### src/hdl/cdr_map.svh
`ifndef CDR_MAP_SVH
`define CDR_MAP_SVH
// register byte offsets
`define CDR_CTRL_OFS  8'h00
`define CDR_STAT_OFS  8'h04
`define CDR_INT_OFS   8'h08
`define CDR_MASK_OFS  8'h0C
// control fields
`define CDR_CTRL_FREQ  0
`define CDR_CTRL_SRC   1
`define CDR_CTRL_RATE  2
`define CDR_CTRL_BYP   3
`define CDR_CTRL_DLPBK 4
`define CDR_CTRL_ALPBK 5
`define CDR_CTRL_W     6
`define CDR_CTRL_RST   6'h00
// event bits, status and mask share the layout
`define CDR_EV_LOCK  0
`define CDR_EV_LOS   1
`define CDR_EV_TRACK 2
`define CDR_EV_W     3
// loss of signal detector
`define CDR_LOS_QUIET 128
`define CDR_LOS_TRANS 16
`define CDR_LOS_WIN   128
// frequency check
`define CDR_PPM      500
`define CDR_WIN_LOG2 13
`endif

### src/hdl/cdr_pkg.sv
package cdr_pkg;
    // recovery loop target
    typedef enum logic [0:0] {
        CDR_ACQ_REF = 1'b0,
        CDR_TRACK   = 1'b1
    } cdr_state_t;
endpackage

### src/hdl/cdr_los_det.sv
`timescale 1ns/1ps
`include "cdr_map.svh"
module cdr_los_det (
    input  wire logic clk_i,
    input  wire logic rst_n_i,
    input  wire logic bit_strobe_i,
    input  wire logic bit_i,
    output logic      los_o
);
    import cdr_pkg::*;
    logic                      prev_reg;
    logic [7:0]                quiet_reg;
    logic [`CDR_LOS_WIN-1:0]   hist_reg;
    logic [7:0]                tcnt_reg;
    logic                      edge_w;
    logic [7:0]                tcnt_next;

    assign edge_w    = bit_strobe_i & (bit_i ^ prev_reg);
    // sliding count: add the new edge, drop the one leaving the window
    assign tcnt_next = tcnt_reg + {7'h00, edge_w} - {7'h00, hist_reg[`CDR_LOS_WIN-1]};

    // quiet run length and transition window
    always_ff @(posedge clk_i or negedge rst_n_i) begin
        if (!rst_n_i) begin
            prev_reg  <= 1'b0;
            quiet_reg <= 8'h00;
            hist_reg  <= '0;
            tcnt_reg  <= 8'h00;
        end else if (bit_strobe_i) begin
            prev_reg  <= bit_i;
            hist_reg  <= {hist_reg[`CDR_LOS_WIN-2:0], edge_w};
            tcnt_reg  <= tcnt_next;
            if (edge_w)
                quiet_reg <= 8'h00;
            else if (quiet_reg <= 8'(`CDR_LOS_QUIET))
                quiet_reg <= quiet_reg + 8'h01; // saturates past the limit
        end
    end

    // declare after the quiet run, clear on enough edges in the window
    always_ff @(posedge clk_i or negedge rst_n_i) begin
        if (!rst_n_i)
            los_o <= 1'b0;
        else if (quiet_reg > 8'(`CDR_LOS_QUIET))
            los_o <= 1'b1;
        else if (bit_strobe_i && tcnt_next >= 8'(`CDR_LOS_TRANS))
            los_o <= 1'b0;
    end
endmodule

### src/hdl/cdr_freq_cmp.sv
`timescale 1ns/1ps
`include "cdr_map.svh"
module cdr_freq_cmp #(
    parameter int WIN_LOG2 = `CDR_WIN_LOG2
) (
    input  wire logic       clk_i,
    input  wire logic       rst_n_i,
    input  wire logic       restart_i,
    input  wire logic       ref_tick_i,
    input  wire logic       rec_tick_i,
    input  wire logic [2:0] ratio_log2_i,
    output logic            done_o,
    output logic            in_range_o
);
    import cdr_pkg::*;
    localparam int CW = WIN_LOG2 + 7;
    logic [WIN_LOG2-1:0] ref_cnt_reg;
    logic [CW-1:0]       rec_cnt_reg;
    logic [CW-1:0]       rec_total;

    // expected count and deviation test against the ppm limit
    function automatic logic within_tol(input logic [CW-1:0] cnt, input logic [2:0] r);
        logic [31:0] expv;
        logic [31:0] tol;
        logic [31:0] dev;
        expv = 32'h1 << (WIN_LOG2 + int'(r));
        tol  = (expv * `CDR_PPM) / 1000000;
        dev  = ({{(32-CW){1'b0}}, cnt} > expv) ? {{(32-CW){1'b0}}, cnt} - expv
                                               : expv - {{(32-CW){1'b0}}, cnt};
        return dev <= tol;
    endfunction

    assign rec_total = rec_cnt_reg + {{(CW-1){1'b0}}, rec_tick_i};

    // gate recovered ticks by a fixed number of reference ticks
    always_ff @(posedge clk_i or negedge rst_n_i) begin
        if (!rst_n_i) begin
            ref_cnt_reg <= '0;
            rec_cnt_reg <= '0;
            done_o      <= 1'b0;
            in_range_o  <= 1'b0;
        end else if (restart_i) begin
            ref_cnt_reg <= '0;
            rec_cnt_reg <= '0;
            done_o      <= 1'b0;
            in_range_o  <= 1'b0;
        end else begin
            done_o <= 1'b0;
            if (ref_tick_i)
                ref_cnt_reg <= ref_cnt_reg + 1'b1;
            if (ref_tick_i && &ref_cnt_reg) begin
                rec_cnt_reg <= '0;
                done_o      <= 1'b1;
                in_range_o  <= within_tol(rec_total, ratio_log2_i);
            end else begin
                rec_cnt_reg <= rec_total;
            end
        end
    end
endmodule

### src/hdl/cdr_lock_ctrl.sv
`timescale 1ns/1ps
`include "cdr_map.svh"
module cdr_lock_ctrl (
    input  wire logic         clk_i,
    input  wire logic         rstn_i,
    // ahb-lite slave
    input  wire logic         hsel_i,
    input  wire logic [31:0]  haddr_i,
    input  wire logic [1:0]   htrans_i,
    input  wire logic         hwrite_i,
    input  wire logic [2:0]   hsize_i,
    input  wire logic [31:0]  hwdata_i,
    input  wire logic         hready_i,
    output logic [31:0]       hrdata_o,
    output logic              hreadyout_o,
    output logic              hresp_o,
    // serial side
    input  wire logic         rec_bit_strobe_i,
    input  wire logic         serial_rx_input_i,
    input  wire logic         external_recovered_clock_i,
    input  wire logic         external_signal_loss_n_i,
    input  wire logic         rec_clk_tick_i,
    input  wire logic         ref_tick_i,
    // loop and framer side
    output cdr_pkg::cdr_state_t state_o,
    output logic              ref_freq_select_o,
    output logic              recovery_ref_source_select_o,
    output logic              line_rate_select_o,
    output logic              recovery_bypass_o,
    output logic              rx_clk_from_ref_o,
    output logic [7:0]        rx_data_o,
    output logic              rx_data_valid_o,
    output logic              irq_o
);
    import cdr_pkg::*;

    logic [1:0]             rst_sync_reg;
    logic                   rst_n;
    logic                   pend_reg;
    logic                   pwrite_reg;
    logic [7:0]             paddr_reg;
    logic [`CDR_CTRL_W-1:0] ctrl_reg;
    logic [`CDR_EV_W-1:0]   int_stat_reg;
    logic [`CDR_EV_W-1:0]   int_mask_reg;
    logic [`CDR_EV_W-1:0]   int_stat_next;
    logic [`CDR_EV_W-1:0]   int_mask_next;
    logic [`CDR_EV_W-1:0]   ev_w;
    cdr_state_t             state_reg;
    cdr_state_t             state_next;
    logic [1:0]             cfg_prev_reg;
    logic                   cfg_change;
    logic                   cmp_done;
    logic                   cmp_in_range;
    logic                   los_int;
    logic                   los_prev_reg;
    logic                   loss_any;
    logic                   mute;
    logic                   xclk_prev_reg;
    logic                   bit_strobe;
    logic                   bit_val;
    logic [7:0]             shift_reg;
    logic [2:0]             bcnt_reg;
    logic                   addr_ph;
    logic                   rd_int;

    // rec/ref frequency ratio as a power of two
    function automatic logic [2:0] ratio_log2(input logic fsel, input logic src,
                                              input logic rate);
        if (src || !fsel)
            return rate ? 3'd3 : 3'd1;
        return rate ? 3'd5 : 3'd3;
    endfunction

    // reset release through two flops
    always_ff @(posedge clk_i or negedge rstn_i) begin
        if (!rstn_i)
            rst_sync_reg <= 2'b00;
        else
            rst_sync_reg <= {rst_sync_reg[0], 1'b1};
    end
    assign rst_n = rst_sync_reg[1];

    // bus: every transfer takes one wait state so read data leaves a flop
    assign addr_ph = hsel_i & htrans_i[1] & hready_i;
    assign rd_int  = pend_reg & ~pwrite_reg & (paddr_reg == `CDR_INT_OFS);

    always_ff @(posedge clk_i or negedge rst_n) begin
        if (!rst_n) begin
            pend_reg    <= 1'b0;
            pwrite_reg  <= 1'b0;
            paddr_reg   <= 8'h00;
            hreadyout_o <= 1'b1;
            hresp_o     <= 1'b0;
        end else begin
            hresp_o <= 1'b0; // always okay
            if (pend_reg) begin
                pend_reg    <= 1'b0;
                hreadyout_o <= 1'b1;
            end else if (addr_ph) begin
                pend_reg    <= 1'b1;
                pwrite_reg  <= hwrite_i;
                paddr_reg   <= {haddr_i[7:2], 2'b00};
                hreadyout_o <= 1'b0;
            end
        end
    end

    // read data, unmapped reads as zero
    always_ff @(posedge clk_i or negedge rst_n) begin
        if (!rst_n) begin
            hrdata_o <= 32'h0000_0000;
        end else if (pend_reg && !pwrite_reg) begin
            unique case (paddr_reg)
                `CDR_CTRL_OFS: hrdata_o <= {26'h0, ctrl_reg};
                `CDR_STAT_OFS: hrdata_o <= {27'h0, cmp_in_range, loss_any,
                                            los_int, ~external_signal_loss_n_i,
                                            state_reg};
                `CDR_INT_OFS:  hrdata_o <= {29'h0, int_stat_reg};
                `CDR_MASK_OFS: hrdata_o <= {29'h0, int_mask_reg};
                default:       hrdata_o <= 32'h0000_0000;
            endcase
        end
    end

    // control register steers the loop
    always_ff @(posedge clk_i or negedge rst_n) begin
        if (!rst_n)
            ctrl_reg <= `CDR_CTRL_RST;
        else if (pend_reg && pwrite_reg && paddr_reg == `CDR_CTRL_OFS)
            ctrl_reg <= hwdata_i[`CDR_CTRL_W-1:0];
    end

    assign int_mask_next = (pend_reg && pwrite_reg && paddr_reg == `CDR_MASK_OFS)
                         ? hwdata_i[`CDR_EV_W-1:0] : int_mask_reg;

    // a new event in the clearing read cycle survives
    assign int_stat_next = (rd_int ? '0 : int_stat_reg) | ev_w;

    // sticky status, mask and level interrupt
    always_ff @(posedge clk_i or negedge rst_n) begin
        if (!rst_n) begin
            int_stat_reg <= '0;
            int_mask_reg <= '0;
            irq_o        <= 1'b0;
        end else begin
            int_stat_reg <= int_stat_next;
            int_mask_reg <= int_mask_next;
            irq_o        <= |(int_stat_next & int_mask_next);
        end
    end

    // config outputs follow the control register
    always_ff @(posedge clk_i or negedge rst_n) begin
        if (!rst_n) begin
            ref_freq_select_o            <= 1'b0;
            recovery_ref_source_select_o <= 1'b0;
            line_rate_select_o           <= 1'b0;
            recovery_bypass_o            <= 1'b0;
        end else begin
            ref_freq_select_o            <= ctrl_reg[`CDR_CTRL_FREQ];
            recovery_ref_source_select_o <= ctrl_reg[`CDR_CTRL_SRC];
            line_rate_select_o           <= ctrl_reg[`CDR_CTRL_RATE];
            recovery_bypass_o            <= ctrl_reg[`CDR_CTRL_BYP];
        end
    end

    // reference change detect; aux source makes freq select don't-care
    assign cfg_change = cfg_prev_reg != {ctrl_reg[`CDR_CTRL_SRC],
                        ctrl_reg[`CDR_CTRL_FREQ] & ~ctrl_reg[`CDR_CTRL_SRC]};
    always_ff @(posedge clk_i or negedge rst_n) begin
        if (!rst_n)
            cfg_prev_reg <= 2'b00;
        else
            cfg_prev_reg <= {ctrl_reg[`CDR_CTRL_SRC],
                             ctrl_reg[`CDR_CTRL_FREQ] & ~ctrl_reg[`CDR_CTRL_SRC]};
    end

    cdr_freq_cmp u_cmp (
        .clk_i        (clk_i),
        .rst_n_i      (rst_n),
        .restart_i    (cfg_change),
        .ref_tick_i   (ref_tick_i),
        .rec_tick_i   (rec_clk_tick_i),
        .ratio_log2_i (ratio_log2(ctrl_reg[`CDR_CTRL_FREQ], ctrl_reg[`CDR_CTRL_SRC],
                                  ctrl_reg[`CDR_CTRL_RATE])),
        .done_o       (cmp_done),
        .in_range_o   (cmp_in_range)
    );

    // bit source: external clock edges in bypass, else the internal strobe
    assign bit_strobe = ctrl_reg[`CDR_CTRL_BYP]
                      ? (external_recovered_clock_i & ~xclk_prev_reg)
                      : rec_bit_strobe_i;
    assign bit_val    = serial_rx_input_i;

    cdr_los_det u_los (
        .clk_i        (clk_i),
        .rst_n_i      (rst_n),
        .bit_strobe_i (bit_strobe),
        .bit_i        (bit_val),
        .los_o        (los_int)
    );

    assign loss_any = los_int | ~external_signal_loss_n_i;
    // loopback keeps data flowing even without line signal
    assign mute     = loss_any & ~ctrl_reg[`CDR_CTRL_DLPBK]
                    & ~ctrl_reg[`CDR_CTRL_ALPBK];

    // lock sequencer
    always_comb begin
        state_next = state_reg;
        unique case (state_reg)
            CDR_ACQ_REF: begin
                // reference lock first, then data, only with no loss
                if (!cfg_change && cmp_done && cmp_in_range && !loss_any)
                    state_next = CDR_TRACK;
            end
            CDR_TRACK: begin
                if (cfg_change)
                    state_next = CDR_ACQ_REF;
                else if (cmp_done && !cmp_in_range)
                    state_next = CDR_ACQ_REF;
                else if (loss_any)
                    state_next = CDR_ACQ_REF;
            end
        endcase
    end

    always_ff @(posedge clk_i or negedge rst_n) begin
        if (!rst_n)
            state_reg <= CDR_ACQ_REF;
        else
            state_reg <= state_next;
    end

    // events and framer clock source
    assign ev_w[`CDR_EV_LOCK]  = (state_reg == CDR_TRACK) && (state_next == CDR_ACQ_REF);
    assign ev_w[`CDR_EV_LOS]   = los_int & ~los_prev_reg;
    assign ev_w[`CDR_EV_TRACK] = (state_reg == CDR_ACQ_REF) && (state_next == CDR_TRACK);

    always_ff @(posedge clk_i or negedge rst_n) begin
        if (!rst_n) begin
            los_prev_reg      <= 1'b0;
            xclk_prev_reg     <= 1'b0;
            state_o           <= CDR_ACQ_REF;
            rx_clk_from_ref_o <= 1'b1;
        end else begin
            los_prev_reg      <= los_int;
            xclk_prev_reg     <= external_recovered_clock_i;
            state_o           <= state_next;
            rx_clk_from_ref_o <= (state_next != CDR_TRACK)
                               & ~ctrl_reg[`CDR_CTRL_BYP];
        end
    end

    // deserialiser, msb first
    always_ff @(posedge clk_i or negedge rst_n) begin
        if (!rst_n) begin
            shift_reg <= 8'h00;
            bcnt_reg  <= 3'h0;
        end else if (bit_strobe) begin
            shift_reg <= {shift_reg[6:0], bit_val};
            bcnt_reg  <= bcnt_reg + 3'h1;
        end
    end

    // parallel output, forced to zero for the whole loss unless a loopback is on
    always_ff @(posedge clk_i or negedge rst_n) begin
        if (!rst_n) begin
            rx_data_o       <= 8'h00;
            rx_data_valid_o <= 1'b0;
        end else begin
            rx_data_valid_o <= bit_strobe && bcnt_reg == 3'h7;
            if (mute)
                rx_data_o <= 8'h00;
            else if (bit_strobe && bcnt_reg == 3'h7)
                rx_data_o <= {shift_reg[6:0], bit_val};
        end
    end

    // checks
    property p_mute;
        @(posedge clk_i) disable iff (!rst_n)
        mute |=> rx_data_o == 8'h00;
    endproperty
    a_mute: assert property (p_mute) else $error("output not muted on loss");

    property p_loop;
        @(posedge clk_i) disable iff (!rst_n)
        (loss_any && !mute && bit_strobe && bcnt_reg == 3'h7)
            |=> rx_data_o == $past(shift_reg[6:0]) * 2 + $past(bit_val);
    endproperty
    a_loop: assert property (p_loop) else $error("loopback data muted");

    property p_enter;
        @(posedge clk_i) disable iff (!rst_n)
        (state_reg == CDR_ACQ_REF) ##1 (state_reg == CDR_TRACK)
            |-> $past(cmp_done && cmp_in_range && external_signal_loss_n_i && !los_int);
    endproperty
    a_enter: assert property (p_enter) else $error("tracking without conditions");

    property p_fall;
        @(posedge clk_i) disable iff (!rst_n)
        (state_reg == CDR_TRACK && cmp_done && !cmp_in_range) |=> state_reg == CDR_ACQ_REF;
    endproperty
    a_fall: assert property (p_fall) else $error("no fallback on deviation");

    property p_restart;
        @(posedge clk_i) disable iff (!rst_n)
        cfg_change |=> state_reg == CDR_ACQ_REF ##1 state_reg == CDR_ACQ_REF;
    endproperty
    a_restart: assert property (p_restart) else $error("no restart on ref change");

    property p_refclk;
        @(posedge clk_i) disable iff (!rst_n)
        (loss_any && !ctrl_reg[`CDR_CTRL_BYP]) |=> rx_clk_from_ref_o;
    endproperty
    a_refclk: assert property (p_refclk) else $error("framer clock not on reference");

    property p_byp;
        @(posedge clk_i) disable iff (!rst_n)
        (ctrl_reg[`CDR_CTRL_BYP] && $rose(external_recovered_clock_i))
            |=> shift_reg[0] == $past(serial_rx_input_i);
    endproperty
    a_byp: assert property (p_byp) else $error("bypass bit not sampled");

    property p_wait;
        @(posedge clk_i) disable iff (!rst_n)
        (addr_ph && !pend_reg) |=> !hreadyout_o ##1 hreadyout_o;
    endproperty
    a_wait: assert property (p_wait) else $error("bus answer not one wait state");

    property p_irq;
        @(posedge clk_i) disable iff (!rst_n)
        (rd_int && ev_w == '0) |=> int_stat_reg == '0 && !irq_o;
    endproperty
    a_irq: assert property (p_irq) else $error("status not cleared by read");

    c_track: cover property (@(posedge clk_i) disable iff (!rst_n) ev_w[`CDR_EV_TRACK]);
    c_lost:  cover property (@(posedge clk_i) disable iff (!rst_n) ev_w[`CDR_EV_LOCK]);
    c_mute:  cover property (@(posedge clk_i) disable iff (!rst_n) mute && rx_data_valid_o);
endmodule

### config.mk
export PLATFORM = sky130hd
export DESIGN_NAME = cdr_lock_ctrl
export DESIGN_NICKNAME = d
export VERILOG_FILES = /design/src/hdl/cdr_pkg.sv /design/src/hdl/cdr_los_det.sv /design/src/hdl/cdr_freq_cmp.sv /design/src/hdl/cdr_lock_ctrl.sv
export VERILOG_INCLUDE_DIRS = /design/src /design/src/hdl
export SDC_FILE = /design/constraint.sdc
export NUM_CORES = 1
export LEC_CHECK = 0
export ABC_CLOCK_PERIOD_IN_PS = 15130
export BUFFER_PORTS_ARGS = -buffer_cell sky130_fd_sc_hd__buf_2
export CELL_PAD_IN_SITES_DETAIL_PLACEMENT = 0
export CELL_PAD_IN_SITES_GLOBAL_PLACEMENT = 2
export CORE_UTILIZATION = 43
export CTS_CLUSTER_SIZE = 10
export DETAILED_ROUTE_END_ITERATION = 12
export PLACE_DENSITY_LB_ADDON = 0.1
export SKIP_LAST_GASP = 1
export SLEW_MARGIN = 40
export SYNTH_ARGS = -nofsm -noshare
export SYNTH_HDL_FRONTEND = slang
export SYNTH_SLANG_ARGS = --single-unit
### constraint.sdc
create_clock -name clk_i -period 15.13 [get_ports clk_i]
set_input_delay 0.7565 -clock clk_i [delete_from_list [all_inputs] [get_ports clk_i]]
set_output_delay 0.7565 -clock clk_i [all_outputs]
set_load 0.05 [all_outputs]
## Word-level counts from Yosys, hierarchy flattened

Index checks and enable logic that the tools add are counted.

| storage, ports and cells | value |
|---|---|
| output and inout bits | 50 |
| register bits | 266 |
| logic and storage cells | 143 |
| input bits | 80 |

| operators by class | value |
|---|---|
| mux-type cells | 33 |
| reduce and logical (&&, ||, !) cells | 30 |
| equality and inequality tests | 5 |
| order comparisons | 5 |
| add/sub/neg operators | 9 |
| bitwise logic cells | 26 |
| multiply operators | 1 |
| div/mod/pow operators | 1 |
| shift operators | 1 |

Operators by type and width:

| cell | count |
|---|---|
| $mux 20 | 2 |
| $div 32x20->32 const B | 1 |
| $gt 20x32->1 | 1 |
| $le 32x32->1 | 1 |
| $mul 32x7->30 const B | 1 |
| $mux 32 | 1 |
| $mux 8 | 4 |
| $shl 1x32->32 const A | 1 |
| $sub 20x32->32 | 1 |
| $sub 32x20->32 | 1 |
| $mux 13 | 2 |
| $pmux 6 s4 | 1 |
| $add 20x1->20 | 1 |
| $mux 1 | 16 |
| $mux 3 | 5 |
| $add 13x1->13 const B | 1 |
| $logic_and 1x1->1 | 13 |
| $reduce_and 13->1 | 1 |
| $eq 6x2->1 const B | 2 |
| $reduce_bool 2->1 | 6 |
| $and 1x1->1 | 11 |
| $not 1->1 | 11 |
| $add 8x1->8 | 1 |
| $add 8x1->8 const B | 1 |
| 20 further kinds | 25 |

## Depth between registers and ports, before layout

| depth | value |
|---|---|
| depth in word-level cells | 14 |
| mapped depth | 32 |
| depth with buffers taken out | 32 |

## Modules after synthesis

Synthesis repeated with hierarchy kept, for this count alone.

| second synthesis, totals | value |
|---|---|
| cells, all modules | 2,982 |
| area, all modules | 26,013.7 µm² |

By module, submodules not included:

| module | area an instance (µm²) | seq. area each (µm²) | cells an instance | times used |
|---|---|---|---|---|
| cdr_freq_cmp | 17,549.3 | 875.8 | 2,367 | 1 |
| cdr_los_det | 5,875.6 | 3,653.5 | 395 | 1 |
| cdr_lock_ctrl | 2,588.7 | 1,453.9 | 220 | 1 |

## Worst setup path after synthesis

OpenSTA, ideal clock, no wires.

| timing path | value |
|---|---|
| path type | input to register |
| start | input port rec_clk_tick_i |
| end | register u_cmp.in_range_o |
| path slack | 8.493 ns |
| required time | 15.049 ns |
| path buffers | 4 |
| arrival | 6.556 ns |
| cell stages on the path | 30 |
| library setup time | 0.081 ns |
| cells stage by stage | ha_1 -> ha_1 -> clkbuf_1 -> nand3_1 -> nor4_1 -> nand4_1 -> nor2_1 -> xnor2_1 -> inv_1 -> ha_1 -> clkbuf_1 -> nand4_1 -> nor3_1 -> o2111ai_1 -> o21bai_1 -> a31oi_2 -> buf_2 -> buf_2 -> mux2_2 -> ha_1 -> nor2b_1 -> o21a_1 -> o21a_1 -> o21ai_0 -> a21oi_1 -> o221ai_1 -> o311ai_0 -> a2111oi_2 -> o2111ai_1 -> o22ai_2 |

| between the ends | value |
|---|---|
| cells in the longest elaborated chain, start to end | 6 |
| elaborated cells on any way between the ends | 8 |
| classes of those cells | add/sub (3); order compare (2); mux (3) |

RTL lines:

| what | RTL line | text |
|---|---|---|
| from (decl) | cdr_lock_ctrl.sv:22 | `input wire logic rec_clk_tick_i,` |
| $add 20x1->20 (*) | cdr_freq_cmp.sv:33 | `assign rec_total = rec_cnt_reg + {{(CW-1){1'b0}}, rec_tick_i};` |
| $sub 32x20->32 (tied with other cells) | cdr_freq_cmp.sv:29 | `: expv - {{(32-CW){1'b0}}, cnt};` |
| $mux 32 (*) | cdr_freq_cmp.sv:28 | `dev = ({{(32-CW){1'b0}}, cnt} > expv) ? {{(32-CW){1'b0}}, cnt} - expv` |
| $le 32x32->1 (*) | cdr_freq_cmp.sv:30 | `return dev <= tol;` |
| $mux 1 (*) | cdr_freq_cmp.sv:51 | `if (ref_tick_i && &ref_cnt_reg) begin` |
| $mux 1 (*) | cdr_freq_cmp.sv:42 | `end else if (restart_i) begin` |
| to (signal assigned) | cdr_freq_cmp.sv:54 | `in_range_o <= within_tol(rec_total, ratio_log2_i);` |
| to (decl) | cdr_freq_cmp.sv:13 | `output logic in_range_o` |

Every way passes the cells marked *; elsewhere a longest branch is shown, timed or not. The select of a mux whose other input is x is not followed.
A chain may end at the register's enable or synchronous reset.

## Worst setup path after layout

| timing path | value |
|---|---|
| start | register ctrl_reg[1] |
| end | register u_cmp.in_range_o |

| between the ends | value |
|---|---|
| cells in the longest elaborated chain, start to end | 10 |
| elaborated cells on any way between the ends | 18 |
| classes of those cells | add/sub (3); mul (1); div (1); order compare (2); eq/ne (1); shift (1); mux (5); bitwise (2); reduce/logical (2) |

RTL lines:

| what | RTL line | text |
|---|---|---|
| from (decl) | cdr_lock_ctrl.sv:42 | `` logic [`CDR_CTRL_W-1:0] ctrl_reg; `` |
| from (signal assigned) | cdr_lock_ctrl.sv:128 | `` ctrl_reg <= `CDR_CTRL_RST; `` |
| from (signal assigned) | cdr_lock_ctrl.sv:130 | `` ctrl_reg <= hwdata_i[`CDR_CTRL_W-1:0]; `` |
| $logic_or 1x1->1 | cdr_lock_ctrl.sv:69 | `if (src \|\| !fsel)` |
| $mux 1 | cdr_lock_ctrl.sv:69 |  |
| $mux 3 | cdr_lock_ctrl.sv:71 | `return rate ? 3'd5 : 3'd3;` |
| $add 4x3->5 | cdr_freq_cmp.sv:26 | `expv = 32'h1 << (WIN_LOG2 + int'(r));` |
| $shl 1x32->32 | cdr_freq_cmp.sv:26 |  |
| $mul 32x7->30 (no source line) (tied with other cells) | -- |  |
| $div 32x20->32 or $mux 32 (tied branches) | cdr_freq_cmp.sv:27, cdr_freq_cmp.sv:28 |  |
| $le 32x32->1 | cdr_freq_cmp.sv:30 |  |
| $mux 1 | cdr_freq_cmp.sv:51 |  |
| $mux 1 | cdr_freq_cmp.sv:42 |  |

Several ways; a longest one is shown, not always the timed one. The select of a mux whose other input is x is not followed.

==> summary.txt <==
Run status
  • Status: completed

Cells and area
  • Largest register FFs: ~130
  • Post-route cell area: between 10000 and 15000 µm²
  • Layout Nets: 1378
  • Fraction of layout cells with a size suffix above 1: 22.1%
  • Diodes inserted: 0
  • Area Overhead vs Synth: 10.9%

Detailed routing
  • Routed Antenna Nets: 0
  • Detail Route met3 WL: around 700 µm
  • Top layer in use: met4
  • Vias per cell: 5.13
  • M1 wire length: 12.3 mm
  • First DRT Iteration DRCs: 413
  • DR pass1 iterations: 4
  • Routed wl met2: 11.1 mm
  • Final wirelength: 24.5 mm
  • Drt wl/cell: between 15 and 20 µm
  • Routed vias: 8235
  • Drt drc: 0

STA
  • Fin crit period: 7.86 ns
  • Final Slew Violations: 0
  • Max Fclk: between 100 and 150 MHz
  • Setup TNS: 0 ns
  • RSZ-0062 raised after global routing: no
  • Tightest Pin Transition: 0.813 ns
  • Relative slew slack: 45.4%
  • # setup viols final: 0
  • Final hold vios: 0
  • Clk_skew: approximately 0.044 ns
  • Final Cycle Share: 51.9%

Global routing
  • Grt ovf: 0
  • Maximum number of pins on one net before global-route repair: between 90 and 100
  • Initial antenna violation count: 0
  • First-pass GRT wire length: 42.1 mm
  • Number of global-route vias before repair: 8351
  • Gr usage total: roughly 17%

Pwr
  • NetSw: 0.000855 W
  • Sequential power share: 33.8%
  • Sw Share: between 30% and 40%
  • Combinational share of power: 40.4%
  • Cell-internal power: 0.00148 W
  • Cell Pwr Density: 164 nW/µm²
  • Leak: 7.11 nW
  • Power share of the clock group: between 20% and 30%
  • Worst VDD drop: 102 µV

Run
  • Max-cap viol count: 0

Critical path
  • Crit path largest cell delay: 0.61 ns
  • Worst EP arrival: 8.29 ns
  • Critical-path top delay cell: nor2_1
  • CP required: 15.56 ns
  • Worst reg2reg setup slack: 7.27 ns
  • Critical Path Most Common Cell: ha_1
  • CP Launch Type: flip-flop
  • Buf+Inv Stages, Crit Path: 3
  • Peak fanout along the critical path: 9
  • CP delay by family, top: compound AO/OA/AOI/OAI gates
  • WS Path Type: flip-flop to flip-flop
  • Critical path capture point type: flip-flop

CTS
  • Clk sinks: roughly 240
  • Root buffer cell: clkbuf_16
  • Worst skew pair latency: 0.56 ns
  • CTS Buffer Depth: 3
  • PostCTS Resize Cnt: 0
  • Clock buffer count from CTS: 28
  • Post-CTS Setup Bufs: 0
  • H-tree depth: 1
  • Clock transition at the registers of the reported paths: 0.05 ns
  • CTS tree: built

Die
  • Die height: 175 µm
  • I/O pin cnt: 130
  • Area of the core: approximately 29000 µm²
  • Row count: 62
  • Die area: 30500 µm²
  • Initial Util: 44.2%
  • Die Wd: ~170 µm

Placed design
  • Post-DP HPWL: about 17 mm
  • Routability congestion estimate: 0.797
  • IO buf count: 46
  • Placed Area: between 10000 and 15000 µm²

Hold path
  • Worst hold path class: flip-flop to asynchronous set/reset pin

Yosys
  • Post-Syn Instances: 1165
  • Synthesized area: 12800 µm²
  • EDFF count, synth: 0
  • Seq/Total Area, Yosys: between 40% and 50%
  • Seq cells post-synth: 238
  • Count leader, synth: dfrtp_1
  • Ys async rst share: between 90% and 100%
  • Avg Cell Area, Syn: around 11 µm²
  • Netlist cell types: 80
  • Yosys warns: 0
  • Post-synth top area share: 46.0%
  • Commonest cells in the netlist: dfrtp_1 (236), mux2_2 (148), nor2_1 (101)
  • Biggest area consumer among synthesized cells: dfrtp_1
  • Ys flop type: dfrtp_1
  • Synth area leaders: dfrtp_1 (46%), mux2_2 (13%), ha_1 (7.9%)
[area by class of cell]
| type | instances | area, µm² |
|---|---|---|
| inverter | 54 | 203 |
| timing repair buffer | 55 | 353 |
| clock inverter | 3 | 65.1 |
| fill | 2714 | 14800 |
| sequential | 238 | 5960 |
| multi-input combinational | 833 | 6420 |
| clock buffer | 37 | 744 |
| tap | 384 | 480 |
[timing repair]
item	in CTS	in global routing
endpoints found under the hold margin	2	0
setup endpoints to repair	0	0
hold buffers	1	0
[through the flow]
| step | utilization, % | std cells | setup WS, ns | total power, W | hold WS [ns] |
|---|---|---|---|---|---|
| 3_3_place_gp | 46.0 | 1561 | 7.11 | 0.00174 | 0.339 |
| 5_1_grt | 49.0 | 1604 | 6.60 | 0.00252 | 0.296 |
| 3_5_place_dp | 46.1 | 1562 | 7.20 | 0.00175 | 0.341 |
| 2_1_floorplan | - | 1202 | 8.01 | 0.00155 | 0.331 |
| 4_1_cts | 49.0 | 1603 | 7.15 | 0.00237 | 0.339 |
| 6_report | 49.0 | 1604 | 7.27 | 0.00233 | 0.256 |
[cell usage in the layout (no fill, tap or decap), types with 31 or more instances in the layout]
| master | netlist | layout |
|---|---|---|
| o21ai_0 | 41 | 41 |
| buf_2 | 6 | 46 |
| nand2_1 | 83 | 83 |
| conb_1 | 2 | 39 |
| dfrtp_1 | 236 | 235 |
| nand3_1 | 31 | 31 |
| xnor2_1 | 44 | 44 |
| ha_1 | 81 | 81 |
| mux2_2 | 148 | 148 |
| inv_1 | 52 | 52 |
| xor2_1 | 31 | 31 |
| nor2_1 | 101 | 101 |
[cells by family after synthesis]
kind of cell    count (synthesis)  share of synthesized area [%]
other cells                     2                         0.0585
mux                           164                           14.5
buf+inv                       131                           4.74
compound gates                155                           8.31
fa+ha+maj                      88                           8.99
flops                         238                           46.4
xor+xnor                       75                           5.12
simple gates                  312                           11.8
[worst reg2reg max path: cells and delay by family, from the launching register on]
family	cells	cell delay, ns
AO/OA/AOI/OAI	16	2.98
adder cells (fa/ha/maj)	6	2.03
AND/OR/NAND/NOR	5	1.77
buffers and inverters	3	0.59
flip-flops	1	0.44
[final timing paths]
check / from / to / cells past startpoint
setup / recovery: ctrl_reg[1] / u_cmp.in_range_o / 30
hold / removal: rst_sync_reg[1] / u_los.hist_reg[66] / 0
setup reg to reg: ctrl_reg[1] / u_cmp.in_range_o / 30
hold reg to reg: rst_sync_reg[1] / u_los.hist_reg[66] / 0
max in group asynchronous: rst_sync_reg[1] / rx_clk_from_ref_o / 3
min in group clk_i: external_recovered_clock_i / xclk_prev_reg / 1
[power groups by stage]
stage	logic (W)	clock network (W)	registers (W)
5_1_grt	0.00107	0.000652	0.000801
2_1_floorplan	0.000730	0	0.000818
4_1_cts	0.000951	0.000628	0.000791
6_report	0.000942	0.000602	0.000788
3_5_place_dp	0.000946	0	0.000801
3_3_place_gp	0.000941	0	0.000798
[metal layers]
layer,global-route usage [%],vias up
met4,3.44,0
met1,24.3,4036
met3,2.42,31
met5,0,-
li1,-,4074
met2,26.2,94
No activity file was read; power rests on OpenSTA's default activity.
